## src/hdl/bcc_pkg.sv

```systemverilog
// bcc_pkg: constants, field layout and carrier structs of the bridge chip control register.
// assumes one 100 MHz core clock; every timer counts enable ticks made from it.
package bcc_pkg;

  ////////////////////////////////////////////////////////////////////////////
  // register placement and reset value
  localparam logic [7:0] BCC_OFS_CTRL = 8'h40;
  localparam logic [31:0] BCC_CTRL_RST = 32'h0920_0020;

  // field positions
  localparam int BCC_B_MALF = 11;
  localparam int BCC_B_RDCNT_LO = 12;
  localparam int BCC_B_FC_ONE = 15;
  localparam int BCC_B_RETRY_STS = 16;
  localparam int BCC_B_RETRY_LO = 17;
  localparam int BCC_B_DISC_DIS = 19;
  localparam int BCC_B_DISC_SHORT = 20;
  localparam int BCC_B_CRS_LO = 21;
  localparam int BCC_B_DLY_ORD = 23;
  localparam int BCC_B_CPL_LO = 24;
  localparam int BCC_B_ISO_EN = 26;
  localparam int BCC_B_TC_LO = 27;
  localparam int BCC_B_PWR_SAVE = 30;
  localparam int BCC_B_LOCKOUT = 31;
  localparam int BCC_B_PF_MULT = 4;
  localparam int BCC_B_PF_LINE = 6;
  localparam int BCC_B_PF_READ = 8;

  // codes
  localparam logic [1:0] BCC_PF_FULL = 2'b10;
  localparam logic [1:0] BCC_CPL_OFF = 2'b11;
  localparam logic [2:0] BCC_TC_ZERO = 3'h0;

  // read byte counts
  localparam logic [12:0] BCC_RD_128 = 13'h0080;
  localparam logic [12:0] BCC_RD_256 = 13'h0100;
  localparam logic [12:0] BCC_RD_512 = 13'h0200;
  localparam logic [12:0] BCC_RD_1K = 13'h0400;
  localparam logic [12:0] BCC_RD_2K = 13'h0800;
  localparam logic [12:0] BCC_RD_4K = 13'h1000;

  // retry limits (in retries)
  localparam int BCC_RETRY_256 = 256;
  localparam int BCC_RETRY_64K = 65536;
  localparam longint BCC_RETRY_2G = 64'h0000_0000_8000_0000;

  // timing
  localparam int BCC_CLK_PERIOD_NS = 10;
  localparam int BCC_US_NS = 1000;
  localparam int BCC_CYC_PER_US = BCC_US_NS / BCC_CLK_PERIOD_NS;
  localparam int BCC_DISC_SHORT_PCLK = 64;
  localparam int BCC_CRS_25US = 25;
  localparam int BCC_CRS_05MS_US = 500;
  localparam int BCC_CPL_50US = 50;

  ////////////////////////////////////////////////////////////////////////////
  // configuration access carriers
  typedef struct packed {
    logic req;
    logic wr;
    logic prim;
    logic [7:0] addr;
    logic [3:0] be;
    logic [31:0] wdata;
  } bcc_cfg_req_s;

  typedef struct packed {
    logic ack;
    logic crs;
    logic [31:0] rdata;
  } bcc_cfg_rsp_s;

  typedef enum logic [1:0] {
    BCC_T_IDLE = 2'b00,
    BCC_T_RUN = 2'b01,
    BCC_T_DONE = 2'b11
  } bcc_tmr_e;

endpackage : bcc_pkg

```

## src/hdl/bcc_timeout.sv

```systemverilog
// bcc_timeout: tick-driven timeout counter with start, stop and enable.
// assumes i_tick is a one-cycle enable pulse and i_limit is held while running.
`timescale 1ns/1ps
`default_nettype none
module bcc_timeout #(
  parameter int W = 32
) (
  // clock and reset
  input wire logic i_core_clk,
  input wire logic i_rst_n,
  // control
  input wire logic i_tick,
  input wire logic i_start,
  input wire logic i_stop,
  input wire logic i_enable,
  input wire logic [W-1:0] i_limit,
  // status
  output logic o_busy,
  output logic o_expired
);
  import bcc_pkg::*;

  bcc_tmr_e state_reg;
  logic [W-1:0] cnt_reg;

  ////////////////////////////////////////////////////////////////////////////
  // state and count
  always_ff @(posedge i_core_clk) begin
    if (!i_rst_n || !i_enable || i_stop) begin
      state_reg <= BCC_T_IDLE;
      cnt_reg <= '0;
    end else begin
      unique case (state_reg)
        BCC_T_IDLE: begin
          cnt_reg <= '0;
          if (i_start) begin
            state_reg <= BCC_T_RUN;
          end
        end
        BCC_T_RUN: begin
          if (i_tick) begin
            cnt_reg <= cnt_reg + W'(1);
            if (cnt_reg + W'(1) >= i_limit) begin
              state_reg <= BCC_T_DONE;
            end
          end
        end
        BCC_T_DONE: begin
          state_reg <= BCC_T_IDLE;
        end
        default: begin
          state_reg <= BCC_T_IDLE;
        end
      endcase
    end
  end

  // one-cycle expiry pulse in the done state
  assign o_expired = (state_reg == BCC_T_DONE);
  assign o_busy = (state_reg == BCC_T_RUN);

endmodule : bcc_timeout
`default_nettype wire

```

## src/hdl/bcc_chip_ctrl.sv

```systemverilog
// bcc_chip_ctrl: chip control register of the bridge and the logic it steers.
// assumes config accesses arrive one at a time on a synchronous port from either side.
// What this block does
// RQ1 - bit 11 set enables optional malformed packet checks; reset clears it.
// RQ2 - field 14:12 maps to 128..4096 byte read cap; 000, 011, 111 give 512.
// RQ3 - read cap applies only when all three prefetch fields select full prefetch.
// RQ4 - bit 15 low updates flow control per two freed credits, high per one.
// RQ5 - retry expiry sets sticky status bit 16, held until cleared or reset.
// RQ6 - writing one to status bit 16 clears it; zero leaves it.
// RQ7 - field 18:17 sets retry limit: none, 256, 64K or 2G retries.
// RQ8 - bit 19 disables the discard timer, and so does the bridge control bit on its own.
// RQ9 - bit 20 set makes discard expire after 64 PCI clocks, else bridge bit 24.
// RQ10 - field 22:21 selects config retry timer: 25us, 0.5ms, 5ms, 25ms.
// RQ11 - bit 23 set forbids out-of-order completion of delayed transactions.
// RQ12 - field 25:24 selects completion timeout 50us, 10ms, 50ms or disabled.
// RQ13 - bit 26 low maps upstream memory traffic to TC0, else to field tc.
// RQ14 - traffic class field 29:27 resets to 001.
// RQ15 - bit 30 gates core clocks while the link sits in L1.
// RQ16 - bit 31 locks out primary config access with CRS completions.
// RQ17 - prefetch code 10 means full prefetch for prefetchable read addresses.
`timescale 1ns/1ps
`default_nettype none
module bcc_chip_ctrl #(
  parameter int PCI_DIV = 3,
  parameter int DISC_LONG_PCLK = 32768,
  parameter int DISC_MED_PCLK = 1024,
  parameter int CRS_5MS_US = 5000,
  parameter int CRS_25MS_US = 25000,
  parameter int CPL_10MS_US = 10000,
  parameter int CPL_50MS_US = 50000,
  parameter int RETRY_64K = bcc_pkg::BCC_RETRY_64K,
  parameter longint RETRY_2G = bcc_pkg::BCC_RETRY_2G
) (
  // clock and reset
  input wire logic i_core_clk,
  input wire logic i_rst_n,
  // configuration access
  input wire bcc_pkg::bcc_cfg_req_s i_cfg,
  output bcc_pkg::bcc_cfg_rsp_s o_cfg,
  // read request sizing
  input wire logic i_rd_prefetchable,
  output logic o_rd_cap_en,
  output logic [12:0] o_rd_cap_bytes,
  // flow control
  input wire logic i_fc_credit_free,
  output logic o_fc_update,
  // pci retry counter
  input wire logic i_pci_retry,
  input wire logic i_pci_retry_clr,
  output logic o_retry_expired,
  // discard timer
  input wire logic i_brctl_disc_dis,
  input wire logic i_brctl_disc_short,
  input wire logic i_disc_start,
  input wire logic i_disc_stop,
  output logic o_disc_expired,
  // config retry and completion timers
  input wire logic i_crs_start,
  input wire logic i_crs_stop,
  output logic o_crs_expired,
  input wire logic i_cpl_start,
  input wire logic i_cpl_stop,
  output logic o_cpl_timeout,
  // mode outputs
  input wire logic i_link_l1,
  output logic o_malf_chk_en,
  output logic o_dly_in_order,
  output logic [2:0] o_tlp_tc,
  output logic o_clk_gate
);
  import bcc_pkg::*;

  logic [31:0] ctrl_reg;
  logic [30:0] rw_reg;
  logic retry_sts_reg;
  logic [31:0] wmask;
  logic hit;
  logic wr_ok;
  logic lock_hit;
  logic clr16;
  logic retry_hit;
  logic [31:0] retry_cnt_reg;
  logic [31:0] retry_lim;
  logic fc_cnt_reg;
  logic [7:0] us_cnt_reg;
  logic us_tick;
  logic [7:0] pci_cnt_reg;
  logic pci_tick;
  logic disc_en;
  logic [31:0] disc_lim;
  logic [31:0] crs_lim;
  logic [31:0] cpl_lim;
  logic pf_full;

  ////////////////////////////////////////////////////////////////////////////
  // access decode
  assign hit = i_cfg.req && (i_cfg.addr == BCC_OFS_CTRL);
  assign lock_hit = i_cfg.req && i_cfg.prim && ctrl_reg[BCC_B_LOCKOUT]; // RQ16
  assign wr_ok = hit && i_cfg.wr && !lock_hit;
  assign wmask = {{8{i_cfg.be[3]}}, {8{i_cfg.be[2]}}, {8{i_cfg.be[1]}}, {8{i_cfg.be[0]}}};
  assign clr16 = wr_ok && i_cfg.be[2] && i_cfg.wdata[BCC_B_RETRY_STS];
  assign ctrl_reg = {rw_reg[30:16], retry_sts_reg, rw_reg[15:0]}; // one driver per bit

  // plain read/write bits, status bit 16 kept apart
  always_ff @(posedge i_core_clk) begin
    if (!i_rst_n) begin
      rw_reg <= {BCC_CTRL_RST[31:17], BCC_CTRL_RST[15:0]}; // RQ14
    end else if (wr_ok) begin
      rw_reg <= (rw_reg & ~{wmask[31:17], wmask[15:0]}) |
                ({i_cfg.wdata[31:17], i_cfg.wdata[15:0]} & {wmask[31:17], wmask[15:0]});
    end
  end

  // sticky retry status, set wins over clear
  always_ff @(posedge i_core_clk) begin
    if (!i_rst_n) begin
      retry_sts_reg <= BCC_CTRL_RST[BCC_B_RETRY_STS];
    end else if (retry_hit) begin
      retry_sts_reg <= 1'b1; // RQ5
    end else if (clr16) begin
      retry_sts_reg <= 1'b0; // RQ6
    end
  end

  // response: crs for locked primary, zero for unmapped
  always_ff @(posedge i_core_clk) begin
    if (!i_rst_n) begin
      o_cfg <= '0;
    end else begin
      o_cfg.ack <= i_cfg.req;
      o_cfg.crs <= lock_hit; // RQ16
      o_cfg.rdata <= (hit && !i_cfg.wr && !lock_hit) ? ctrl_reg : 32'h0000_0000;
    end
  end

  ////////////////////////////////////////////////////////////////////////////
  // tick dividers: microseconds and pci clocks
  always_ff @(posedge i_core_clk) begin
    if (!i_rst_n || us_tick) begin
      us_cnt_reg <= 8'h00;
    end else begin
      us_cnt_reg <= us_cnt_reg + 8'h01;
    end
  end
  assign us_tick = (us_cnt_reg == 8'(BCC_CYC_PER_US - 1));

  always_ff @(posedge i_core_clk) begin
    if (!i_rst_n || pci_tick) begin
      pci_cnt_reg <= 8'h00;
    end else begin
      pci_cnt_reg <= pci_cnt_reg + 8'h01;
    end
  end
  assign pci_tick = (pci_cnt_reg == 8'(PCI_DIV - 1));

  ////////////////////////////////////////////////////////////////////////////
  // read cap: only when every prefetch field selects full prefetch
  assign pf_full = (ctrl_reg[BCC_B_PF_READ+:2] == BCC_PF_FULL) &&
                   (ctrl_reg[BCC_B_PF_LINE+:2] == BCC_PF_FULL) &&
                   (ctrl_reg[BCC_B_PF_MULT+:2] == BCC_PF_FULL); // RQ17

  always_ff @(posedge i_core_clk) begin
    if (!i_rst_n) begin
      o_rd_cap_en <= 1'b0;
      o_rd_cap_bytes <= BCC_RD_512;
    end else begin
      o_rd_cap_en <= pf_full && i_rd_prefetchable; // RQ3
      unique case (ctrl_reg[BCC_B_RDCNT_LO+:3]) // RQ2
        3'b001: o_rd_cap_bytes <= BCC_RD_128;
        3'b010: o_rd_cap_bytes <= BCC_RD_256;
        3'b100: o_rd_cap_bytes <= BCC_RD_1K;
        3'b101: o_rd_cap_bytes <= BCC_RD_2K;
        3'b110: o_rd_cap_bytes <= BCC_RD_4K;
        default: o_rd_cap_bytes <= BCC_RD_512;
      endcase
    end
  end

  ////////////////////////////////////////////////////////////////////////////
  // flow control update per one or two freed credits
  always_ff @(posedge i_core_clk) begin
    if (!i_rst_n) begin
      fc_cnt_reg <= 1'b0;
      o_fc_update <= 1'b0;
    end else begin
      o_fc_update <= 1'b0;
      if (i_fc_credit_free) begin
        if (ctrl_reg[BCC_B_FC_ONE] || fc_cnt_reg) begin
          o_fc_update <= 1'b1; // RQ4
          fc_cnt_reg <= 1'b0;
        end else begin
          fc_cnt_reg <= 1'b1;
        end
      end
    end
  end

  ////////////////////////////////////////////////////////////////////////////
  // pci retry counter
  always_comb begin
    unique case (ctrl_reg[BCC_B_RETRY_LO+:2]) // RQ7
      2'b01: retry_lim = 32'(BCC_RETRY_256);
      2'b10: retry_lim = 32'(RETRY_64K);
      2'b11: retry_lim = 32'(RETRY_2G);
      default: retry_lim = 32'h0000_0000;
    endcase
  end
  assign retry_hit = i_pci_retry && (retry_lim != 32'h0000_0000) && (retry_cnt_reg + 32'h0000_0001 >= retry_lim);

  always_ff @(posedge i_core_clk) begin
    if (!i_rst_n || i_pci_retry_clr) begin
      retry_cnt_reg <= 32'h0000_0000;
      o_retry_expired <= 1'b0;
    end else begin
      o_retry_expired <= retry_hit;
      if (retry_hit) begin
        retry_cnt_reg <= 32'h0000_0000;
      end else if (i_pci_retry) begin
        retry_cnt_reg <= retry_cnt_reg + 32'h0000_0001;
      end
    end
  end

  ////////////////////////////////////////////////////////////////////////////
  // timer limits
  assign disc_en = !ctrl_reg[BCC_B_DISC_DIS] && !i_brctl_disc_dis; // RQ8
  assign disc_lim = ctrl_reg[BCC_B_DISC_SHORT] ? 32'(BCC_DISC_SHORT_PCLK) :
                    (i_brctl_disc_short ? 32'(DISC_MED_PCLK) : 32'(DISC_LONG_PCLK)); // RQ9

  always_comb begin
    unique case (ctrl_reg[BCC_B_CRS_LO+:2]) // RQ10
      2'b00: crs_lim = 32'(BCC_CRS_25US);
      2'b01: crs_lim = 32'(BCC_CRS_05MS_US);
      2'b10: crs_lim = 32'(CRS_5MS_US);
      default: crs_lim = 32'(CRS_25MS_US);
    endcase
    unique case (ctrl_reg[BCC_B_CPL_LO+:2]) // RQ12
      2'b00: cpl_lim = 32'(BCC_CPL_50US);
      2'b01: cpl_lim = 32'(CPL_10MS_US);
      default: cpl_lim = 32'(CPL_50MS_US);
    endcase
  end

  // discard timer counts pci clocks
  bcc_timeout #(.W(32)) u_disc (
    .i_core_clk(i_core_clk),
    .i_rst_n(i_rst_n),
    .i_tick(pci_tick),
    .i_start(i_disc_start),
    .i_stop(i_disc_stop),
    .i_enable(disc_en),
    .i_limit(disc_lim),
    .o_busy(),
    .o_expired(o_disc_expired)
  );

  // config request retry timer counts microseconds
  bcc_timeout #(.W(32)) u_crs (
    .i_core_clk(i_core_clk),
    .i_rst_n(i_rst_n),
    .i_tick(us_tick),
    .i_start(i_crs_start),
    .i_stop(i_crs_stop),
    .i_enable(1'b1),
    .i_limit(crs_lim),
    .o_busy(),
    .o_expired(o_crs_expired)
  );

  // completion timer, code 11 holds it idle
  bcc_timeout #(.W(32)) u_cpl (
    .i_core_clk(i_core_clk),
    .i_rst_n(i_rst_n),
    .i_tick(us_tick),
    .i_start(i_cpl_start),
    .i_stop(i_cpl_stop),
    .i_enable(ctrl_reg[BCC_B_CPL_LO+:2] != BCC_CPL_OFF), // RQ12
    .i_limit(cpl_lim),
    .o_busy(),
    .o_expired(o_cpl_timeout)
  );

  ////////////////////////////////////////////////////////////////////////////
  // mode outputs
  always_ff @(posedge i_core_clk) begin
    if (!i_rst_n) begin
      o_malf_chk_en <= 1'b0;
      o_dly_in_order <= 1'b0;
      o_tlp_tc <= BCC_TC_ZERO;
      o_clk_gate <= 1'b0;
    end else begin
      o_malf_chk_en <= ctrl_reg[BCC_B_MALF]; // RQ1
      o_dly_in_order <= ctrl_reg[BCC_B_DLY_ORD]; // RQ11
      o_tlp_tc <= ctrl_reg[BCC_B_ISO_EN] ? ctrl_reg[BCC_B_TC_LO+:3] : BCC_TC_ZERO; // RQ13
      o_clk_gate <= ctrl_reg[BCC_B_PWR_SAVE] && i_link_l1; // RQ15
    end
  end
endmodule : bcc_chip_ctrl
`default_nettype wire

```

## config.mk

```make
export PLATFORM = sky130hd
export DESIGN_NAME = bcc_chip_ctrl
export DESIGN_NICKNAME = d
export VERILOG_FILES = /design/src/hdl/bcc_pkg.sv /design/src/hdl/bcc_timeout.sv /design/src/hdl/bcc_chip_ctrl.sv
export SDC_FILE = /design/constraint.sdc
export NUM_CORES = 1
export LEC_CHECK = 0
export ABC_AREA = 1
export ABC_CLOCK_PERIOD_IN_PS = 3500
export CAP_MARGIN = 5
export CORE_UTILIZATION = 63
export CTS_BUF_LIST = sky130_fd_sc_hd__clkbuf_4 sky130_fd_sc_hd__clkbuf_8 sky130_fd_sc_hd__clkbuf_16
export DETAILED_ROUTE_END_ITERATION = 8
export DONT_BUFFER_PORTS = 1
export PLACE_DENSITY = 0.82
export SLEW_MARGIN = 20
export SYNTH_ARGS = -nofsm -noshare
export SYNTH_HDL_FRONTEND = slang
export SYNTH_SLANG_ARGS = --single-unit
```

## constraint.sdc

```tcl
create_clock -name i_core_clk -period 3.5 [get_ports i_core_clk]
set_input_delay 0.175 -clock i_core_clk [delete_from_list [all_inputs] [get_ports i_core_clk]]
set_output_delay 0.175 -clock i_core_clk [all_outputs]
set_load 0.01 [all_outputs]
```

==> results by group, run 1 <==
Clock network
  – H-tree Lvls: 1
  – TritonCTS clock tree: built
  – Clock Sinks: 232
  – Num CTS Buffers: 25
  – Clk_lat worst skew: 0.51 ns
  – Clock root buffer: clkbuf_16
  – Clock transition at the registers of the reported paths: 0.06 ns
  – Clock Path Buffers: 3

Synth
  – Synth Flop Type: dfxtp_1
  – Mapped Area: about 13000 um2
  – YS warnings: 0
  – Syn_area_per_cell: 6.629 um2
  – #FFs+latches synth: roughly 230
  – Synthesized instance count: 1895
  – Sequential fraction of the synthesis area: 0.3697
  – Netlist cell types: 39
  – Async SR Flop Fraction: 0
  – Number of synthesized flops with an enable pin: 0

Power
  – Maximum VDD drop: 0.4363 mV
  – Power Density: 400.4 nW/um2
  – Pleak: between 5 and 6 nW

Worst hold path
  – Beginning of the worst hold path: i_cfg[45]
  – Hold Path Cell Cnt: 3
  – Hold Path Class: in2reg
  – Hold EP: o_cfg[20]$_SDFF_PN0_

Critical path
  – Worst-path fanout max: 6
  – Worst reg2reg path depth: 17
  – Critical R2R Launch: u_cpl.cnt_reg[4]$_SDFFE_PP0P_
  – Buf+Inv Stages, Crit Path: 2
  – Family with the most delay on the worst path: simple AND/OR/NAND/NOR gates
  – Slowest CP cell: dlygate4sd3_1
  – CP Launch Type: flop
  – Largest stage delay, worst path: 0.57 ns
  – R2r setup slk: about 0.27 ns
  – Worst EP arrival: about 3.6 ns
  – Type of the worst setup path: reg2reg
  – CP endpoint kind: flop
  – WP data required: 3.90 ns
  – Critical Path Most Common Cell: nor2_1
  – Worst reg2reg path endpoint: u_cpl.state_reg[1]$_SDFFE_PP0P_
  – Cell Chain, Critical Path: nand2_1 -> nor2_1 -> nand3_2 -> nor2_1 -> xor2_1 -> ha_1 -> nand2_1 -> inv_1 -> o21ai_0 -> nand4_1 -> a21oi_1 -> nand2_1 -> nor2_1 -> nand3_1 -> nand3_1 -> nor2_1 -> dlygate4sd3_1

Floorplan
  – Initial core utilization: 0.6433
  – Core area: slightly below 20000 um2
  – Die H: between 100 and 150 um
  – Row cnt: 51
  – Top-Level Pins: 121
  – Die width: 143.2 um
  – Die ar.: 20510 um2

Route
  – DRC: 0
  – Routed Antenna Nets: 0
  – Vias: 11910
  – Routed WL per cell: 14.23 um
  – Drt first pass iters: 6
  – Via-to-Cell Ratio: 5.372
  – 1st-iter DRT viols: between 800 and 900
  – Final wirelength: 31.55 mm

Placement
  – Cell area after placement: 12750 um2
  – Post-DP HPWL: 21.74 mm
  – Gpl congestion: 0.9179
  – I/O Buffers: 0

Finish
  – Post-route design area: 14130 um2
  – Final net count: roughly 2000
  – Share of cells above drive strength 1: 0.06253
  – Layout area overhead: 12.46%

Timing
  – Pins over their slew limit: 0
  – Post-route clock period utilization: 0.9233
  – Fmax: approximately 310 MHz
  – Worst Skew: between 0.01 and 0.015 ns
  – # setup viols final: 0
  – Hold slack: roughly 0.05 ns
  – Setup TNS: 0 ns
  – RSZ-0062 raised after global routing: false
  – Final hold vios: 0
  – Fin crit period: 3.232 ns
  – Least-Margin Pin Slew: 1.088 ns
  – Worst rel slew slack: 0.2741

Run
  – Max Cap Viol: 0

Global route
  – Residual overflow from global routing: 0
  – Number of global-route vias before repair: 10880
  – Tot GR Track Use: 0.3062
  – Initial antenna violation count: 1
  – Largest net degree at the start of global routing: 33
  – First-pass GRT wire length: ~50 mm

Outcome
  – Outcome: finished, final reports clean
[layout by cell type (no fill, tap or decap), types with 7 or more instances in the layout]
cell type / Yosys / layout
a21oi_1: 109 / 109
o21ai_0: 33 / 33
nand3_1: 92 / 89
dfxtp_1: 232 / 232
nor2_1: 278 / 275
xor2_1: 67 / 67
nor3_1: 52 / 52
ha_1: 34 / 34
inv_1: 245 / 245
mux2i_1: 8 / 8
buf_4: 7 / 12
conb_1: 1 / 7
nor2_2: 36 / 38
nand2_1: 515 / 515
xnor2_1: 17 / 17
dlygate4sd3_1: 0 / 49
nand4_1: 27 / 27
or2_2: 10 / 10
clkbuf_16: 0 / 25
a211oi_1: 27 / 27
nand3b_1: 8 / 8
[cell type report]
class,count,area [um2]
Fill cell,1628,5399
Clock inverter,10,136.4
Tap cell,265,331.6
Inverter,245,919.6
Timing Repair Buffer,61,580.6
Multi-Input combinational cell,1369,6794
Antenna cell,1,2.502
Clock buffer,34,718.2
Sequential cell,232,4644
[where the power goes]
part           leakage, nW  total, mW  switching, mW  internal [mW]
combinational         3.39      0.262          0.169         0.0934
sequential            1.87       2.68         0.0209           2.66
clock                0.433       2.71           1.05           1.66
total                 5.70       5.66           1.24           4.41
[through the flow]
| step | utilization | std cells | setup WS [ns] | total power, mW |
|---|---|---|---|---|
| 2_1_floorplan | - | 1901 | 1.037 | 2.910 |
| 4_1_cts | 0.7221 | 2215 | 0.1758 | 5.680 |
| 3_3_place_gp | 0.6532 | 2122 | 0.6196 | 2.938 |
| 5_1_grt | 0.7235 | 2217 | 0.0009579 | 5.822 |
| 6_report | 0.7235 | 2217 | 0.2684 | 5.657 |
| 3_5_place_dp | 0.6532 | 2122 | 0.4793 | 2.943 |
[synthesized netlist by cell type, types with 2 or more instances]
library cell / count / area, um2
and2_1: 3 / 18.77
nand4_1: 27 / 168.9
nand2_1: 515 / 1933
mux2i_1: 8 / 80.08
xor2_1: 67 / 586.8
a211oi_1: 27 / 202.7
o21ai_1: 2 / 10.01
xnor2_1: 17 / 148.9
nand3b_1: 8 / 60.06
nor3b_1: 5 / 37.54
nand3_1: 92 / 460.4
o211ai_1: 5 / 37.54
nor4_1: 5 / 31.28
nor2_1: 278 / 1044
buf_1: 2 / 7.510
o21ai_0: 33 / 165.2
o22ai_1: 5 / 31.28
nor2_4: 5 / 56.30
inv_1: 245 / 919.6
nor2_2: 36 / 225.2
clkbuf_1: 41 / 153.9
buf_2: 2 / 10.01
buf_6: 3 / 33.78
a21oi_1: 109 / 545.5
buf_4: 7 / 52.55
o21bai_1: 2 / 15.01
nor3_1: 52 / 260.3
ha_1: 34 / 425.4
dfxtp_1: 232 / 4644
nand2_2: 6 / 37.54
o21a_1: 4 / 30.03
or2_2: 10 / 62.56
and3_1: 2 / 12.51
[layer usage]
metal / up-vias / part of all wire / global-route usage
li1: 6008 / - / -
met2: 366 / 0.48 / 0.5320
met5: - / 0 / 0
met3: 71 / 0.056 / 0.04326
met1: 5464 / 0.43 / 0.3850
met4: 0 / 0.031 / 0.1109
[worst register-to-register path: cells and delay by family, from the launching register on]
kind / cells / cell delay, ns
buf+inv: 2 / 0.60
flops: 1 / 0.39
xor+xnor: 1 / 0.23
simple gates: 11 / 1.30
fa+ha+maj: 1 / 0.28
compound gates: 2 / 0.32
[cells by family (layout without fill, tap and decap cells)]
group                    after synthesis  after routing  synth area share
other                                  1              8         0.0002985
AO/OA/AOI/OAI                        188            188           0.08317
flip-flops                           232            232            0.3697
buffers and inverters                300            350           0.09373
XOR/XNOR                              84             84           0.05857
adder cells (fa/ha/maj)               34             34           0.03386
multiplexers                           8              8          0.006375
AND/OR/NAND/NOR                     1048           1048            0.3543
[timing repair]
| action | in CTS | in global routing |
|---|---|---|
| resized for setup | 0 | 4 |
| endpoints found under the hold margin | 78 | 0 |
| hold buffers | 49 | 0 |
| setup endpoints to repair | 0 | 1 |
| setup buffers | 0 | 1 |
[worst max path at each step]
stage | start | to | depth (start not counted)
2_1_floorplan | retry_cnt_reg[4]$_SDFFE_PP0P_ | retry_cnt_reg[5]$_SDFFE_PP0P_ | 18
3_3_place_gp | retry_cnt_reg[4]$_SDFFE_PP0P_ | retry_cnt_reg[1]$_SDFFE_PP0P_ | 17
3_5_place_dp | retry_cnt_reg[4]$_SDFFE_PP0P_ | retry_cnt_reg[1]$_SDFFE_PP0P_ | 17
4_1_cts | u_cpl.cnt_reg[0]$_SDFFE_PP0P_ | u_cpl.state_reg[1]$_SDFFE_PP0P_ | 16
5_1_grt | u_cpl.cnt_reg[0]$_SDFFE_PP0P_ | u_cpl.state_reg[1]$_SDFFE_PP0P_ | 20
6_report | u_cpl.cnt_reg[4]$_SDFFE_PP0P_ | u_cpl.state_reg[1]$_SDFFE_PP0P_ | 17
(Power assumes the default switching activity.)
==> run 2, diff against run 1 <==
--- a/config.mk
+++ b/config.mk
@@ -8,12 +8,13 @@
 export ABC_AREA = 1
 export ABC_CLOCK_PERIOD_IN_PS = 3500
 export CAP_MARGIN = 5
+export CORE_MARGIN = 2
 export CORE_UTILIZATION = 63
 export CTS_BUF_LIST = sky130_fd_sc_hd__clkbuf_4 sky130_fd_sc_hd__clkbuf_8 sky130_fd_sc_hd__clkbuf_16
 export DETAILED_ROUTE_END_ITERATION = 8
 export DONT_BUFFER_PORTS = 1
 export PLACE_DENSITY = 0.82
-export SLEW_MARGIN = 20
+export SETUP_SLACK_MARGIN = 0.4
 export SYNTH_ARGS = -nofsm -noshare
 export SYNTH_HDL_FRONTEND = slang
 export SYNTH_SLANG_ARGS = --single-unit
==> results by group, run 2 (synthesis gave the netlist of run 1 again) <==
Clock network
  – Clock Path Buffers: 3 (unchanged)
  – Clock root buffer: clkbuf_16
  – Clk_lat worst skew: 0.52 ns (about the same)
  – H-tree Lvls: 1 (unchanged)
  – Num CTS Buffers: 25 (unchanged)
  – Clock transition at the registers of the reported paths: 0.06 ns (about the same)
  – Clock Sinks: 232 (unchanged)
  – TritonCTS clock tree: built

Floorplan
  – Die H: 145.2 um (+1.4%)
  – Die ar.: 21090 um2 (+2.8%)
  – Initial core utilization: 0.6433 (unchanged)
  – Die width: 145.2 um (+1.4%)
  – Core area: 19530 um2 (unchanged)
  – Row cnt: 51 (unchanged)
  – Top-Level Pins: 121 (unchanged)

Finish
  – Most frequent cells in the layout: nand2_1 (515), nor2_1 (274), inv_1 (245)
  – Leading cell type in the layout, fill and taps excluded: nand2_1
  – Post-route non-filler standard cell count: 2214 (-0.14%)
  – Final core utilization: 0.7209 (-0.002563)
  – Share of cells above drive strength 1: 0.06260 (+0.00006417)
  – Layout area overhead: 12.06%
  – Final net count: 2030 (unchanged)
  – Fill count: 1608 (-1.2%)
  – # diodes: 0 (-1)
  – Post-route design area: 14080 um2 (-0.35%)

Placement
  – Placed insts: 2121 (-0.047%)
  – Post-DP HPWL: 21.72 mm (about the same)
  – Cell area after placement: 12750 um2 (about the same)
  – Gpl congestion: 0.9592 (+4.5%)
  – I/O Buffers: 0 (unchanged)
  – Setup WS pre-CTS: 0.4043 ns (-0.07504 ns)

Timing
  – Worst Skew: 0.01961 ns (+0.008585 ns)
  – Worst Setup Slack, final: 0.6569 ns (+0.3884 ns)
  – Final hold vios: 0 (unchanged)
  – Post-route clock period utilization: 0.8123 (-0.1110)
  – Hold slack: 0.07425 ns (+0.02549 ns)
  – Least-Margin Pin Slew: 1.052 ns (-0.03540 ns)
  – Worst rel slew slack: 0.2977 (+0.02363)
  – Pins over their slew limit: 0 (unchanged)
  – # setup viols final: 0 (unchanged)
  – Setup TNS: 0 ns (unchanged)
  – RSZ-0062 raised after global routing: false
  – Fmax: 351.7 MHz (+14%)
  – Fin crit period: 2.843 ns (-0.3884 ns)

Power
  – Pleak: 5.670 nW (-0.48%)
  – Maximum VDD drop: 0.3929 mV (-9.9%)
  – Power Density: 390.2 nW/um2 (-2.5%)
  – Overall power: 5.493 mW (-2.9%)

Global route
  – Largest net degree at the start of global routing: 33 (unchanged)
  – Tot GR Track Use: 0.2879 (-0.01828)
  – First-pass GRT wire length: 51.78 mm (+1.7%)
  – Number of global-route vias before repair: 11100 (+2.0%)
  – Initial antenna violation count: 0 (-1)
  – Residual overflow from global routing: 0 (unchanged)

Critical path
  – WP data required: 3.93 ns (+0.03 ns)
  – Worst reg2reg path depth: 8 (-9)
  – Critical path startpoint: us_cnt_reg[0]$_SDFF_PP0_
  – CP Launch Type: flop
  – CP endpoint kind: flop
  – Critical R2R Launch: us_cnt_reg[0]$_SDFF_PP0_
  – Worst reg2reg path endpoint: u_cpl.cnt_reg[23]$_SDFFE_PP0P_
  – Worst-path fanout max: 18 (+12)
  – Type of the worst setup path: reg2reg
  – R2r setup slk: 0.66 ns (+0.39 ns)
  – Worst EP arrival: 3.27 ns (-0.36 ns)

Outcome
  – Outcome: finished, final reports clean

Worst hold path
  – Hold Path Cell Cnt: 3 (unchanged)
  – Beginning of the worst hold path: i_cfg[34]
  – Hold Path Class: in2reg

Route
  – Routed WL per cell: 14.12 um (-0.76%)
  – Final wirelength: 31.27 mm (-0.89%)
  – Via-to-Cell Ratio: 5.360 (-0.23%)
  – Drt first pass iters: 5 (-1)
  – DRC: 0 (unchanged)
  – 1st-iter DRT viols: 879 (+3.0%)
  – Vias: 11870 (-0.36%)
  – Routed Antenna Nets: 0 (unchanged)

Run
  – Max Cap Viol: 0 (unchanged)
[run 2: cell types whose count changed in the layout (fill, tap and decap cells not counted), sizes merged]
cell and delta:
bufinv -2, clkbuf -1, clkinvlp +1, diode -1, dlygate4sd3 -1, nand2 +1
[run 2: layout make-up]
cell class                      instances  area [um2]  area share
Inverter                              245       919.6     0.06533
Sequential cell                       232        4646      0.3300
Multi-Input combinational cell       1370        6820      0.4845
Timing Repair Buffer                   60       570.5     0.04053
Clock buffer                           33       716.9     0.05093
Tap cell                              265       331.6     0.02355
Clock inverter                          9       72.57    0.005155
[run 2: worst max-delay path by stage]
stage	cells past startpoint	slack (ns)	end
2_1_floorplan	18	1.04	retry_cnt_reg[5]$_SDFFE_PP0P_
3_3_place_gp	17	0.63	retry_cnt_reg[1]$_SDFFE_PP0P_
3_5_place_dp	17	0.40	retry_cnt_reg[1]$_SDFFE_PP0P_
4_1_cts	17	0.42	retry_cnt_reg[1]$_SDFFE_PP0P_
5_1_grt	17	0.42	retry_cnt_reg[2]$_SDFFE_PP0P_
6_report	8	0.66	u_cpl.cnt_reg[23]$_SDFFE_PP0P_
[run 2: worst max-delay path, stage by stage, from the launching register on]
cell and delay, ns:
dfxtp_1 0.37, ha_1 0.21, nand3_1 0.09, nor3_1 0.70, inv_1 0.25, nor2_2 0.52, buf_4 0.34, nand2_1 0.10
a21oi_1 0.16
[run 2: where the power goes]
group	switching, mW	internal [mW]	leakage (nW)
Combinational	0.166	0.0921	3.40
Clock	1.05	1.50	0.399
Sequential	0.0214	2.66	1.87
Total	1.24	4.26	5.67
[run 2: repair_timing]
action | in CTS | in global routing
buffers inserted | 0 | 2
endpoints found under the hold margin | 78 | 0
resized for setup | 0 | 7
hold buffers | 48 | 0
endpoints found under the setup margin | 0 | 32
[run 2: routing by layer]
metal	global-route usage	wire length (um)
met5	0	0
met4	0.08088	759
met3	0.04308	1815
met2	0.5142	15340
met1	0.3608	13350
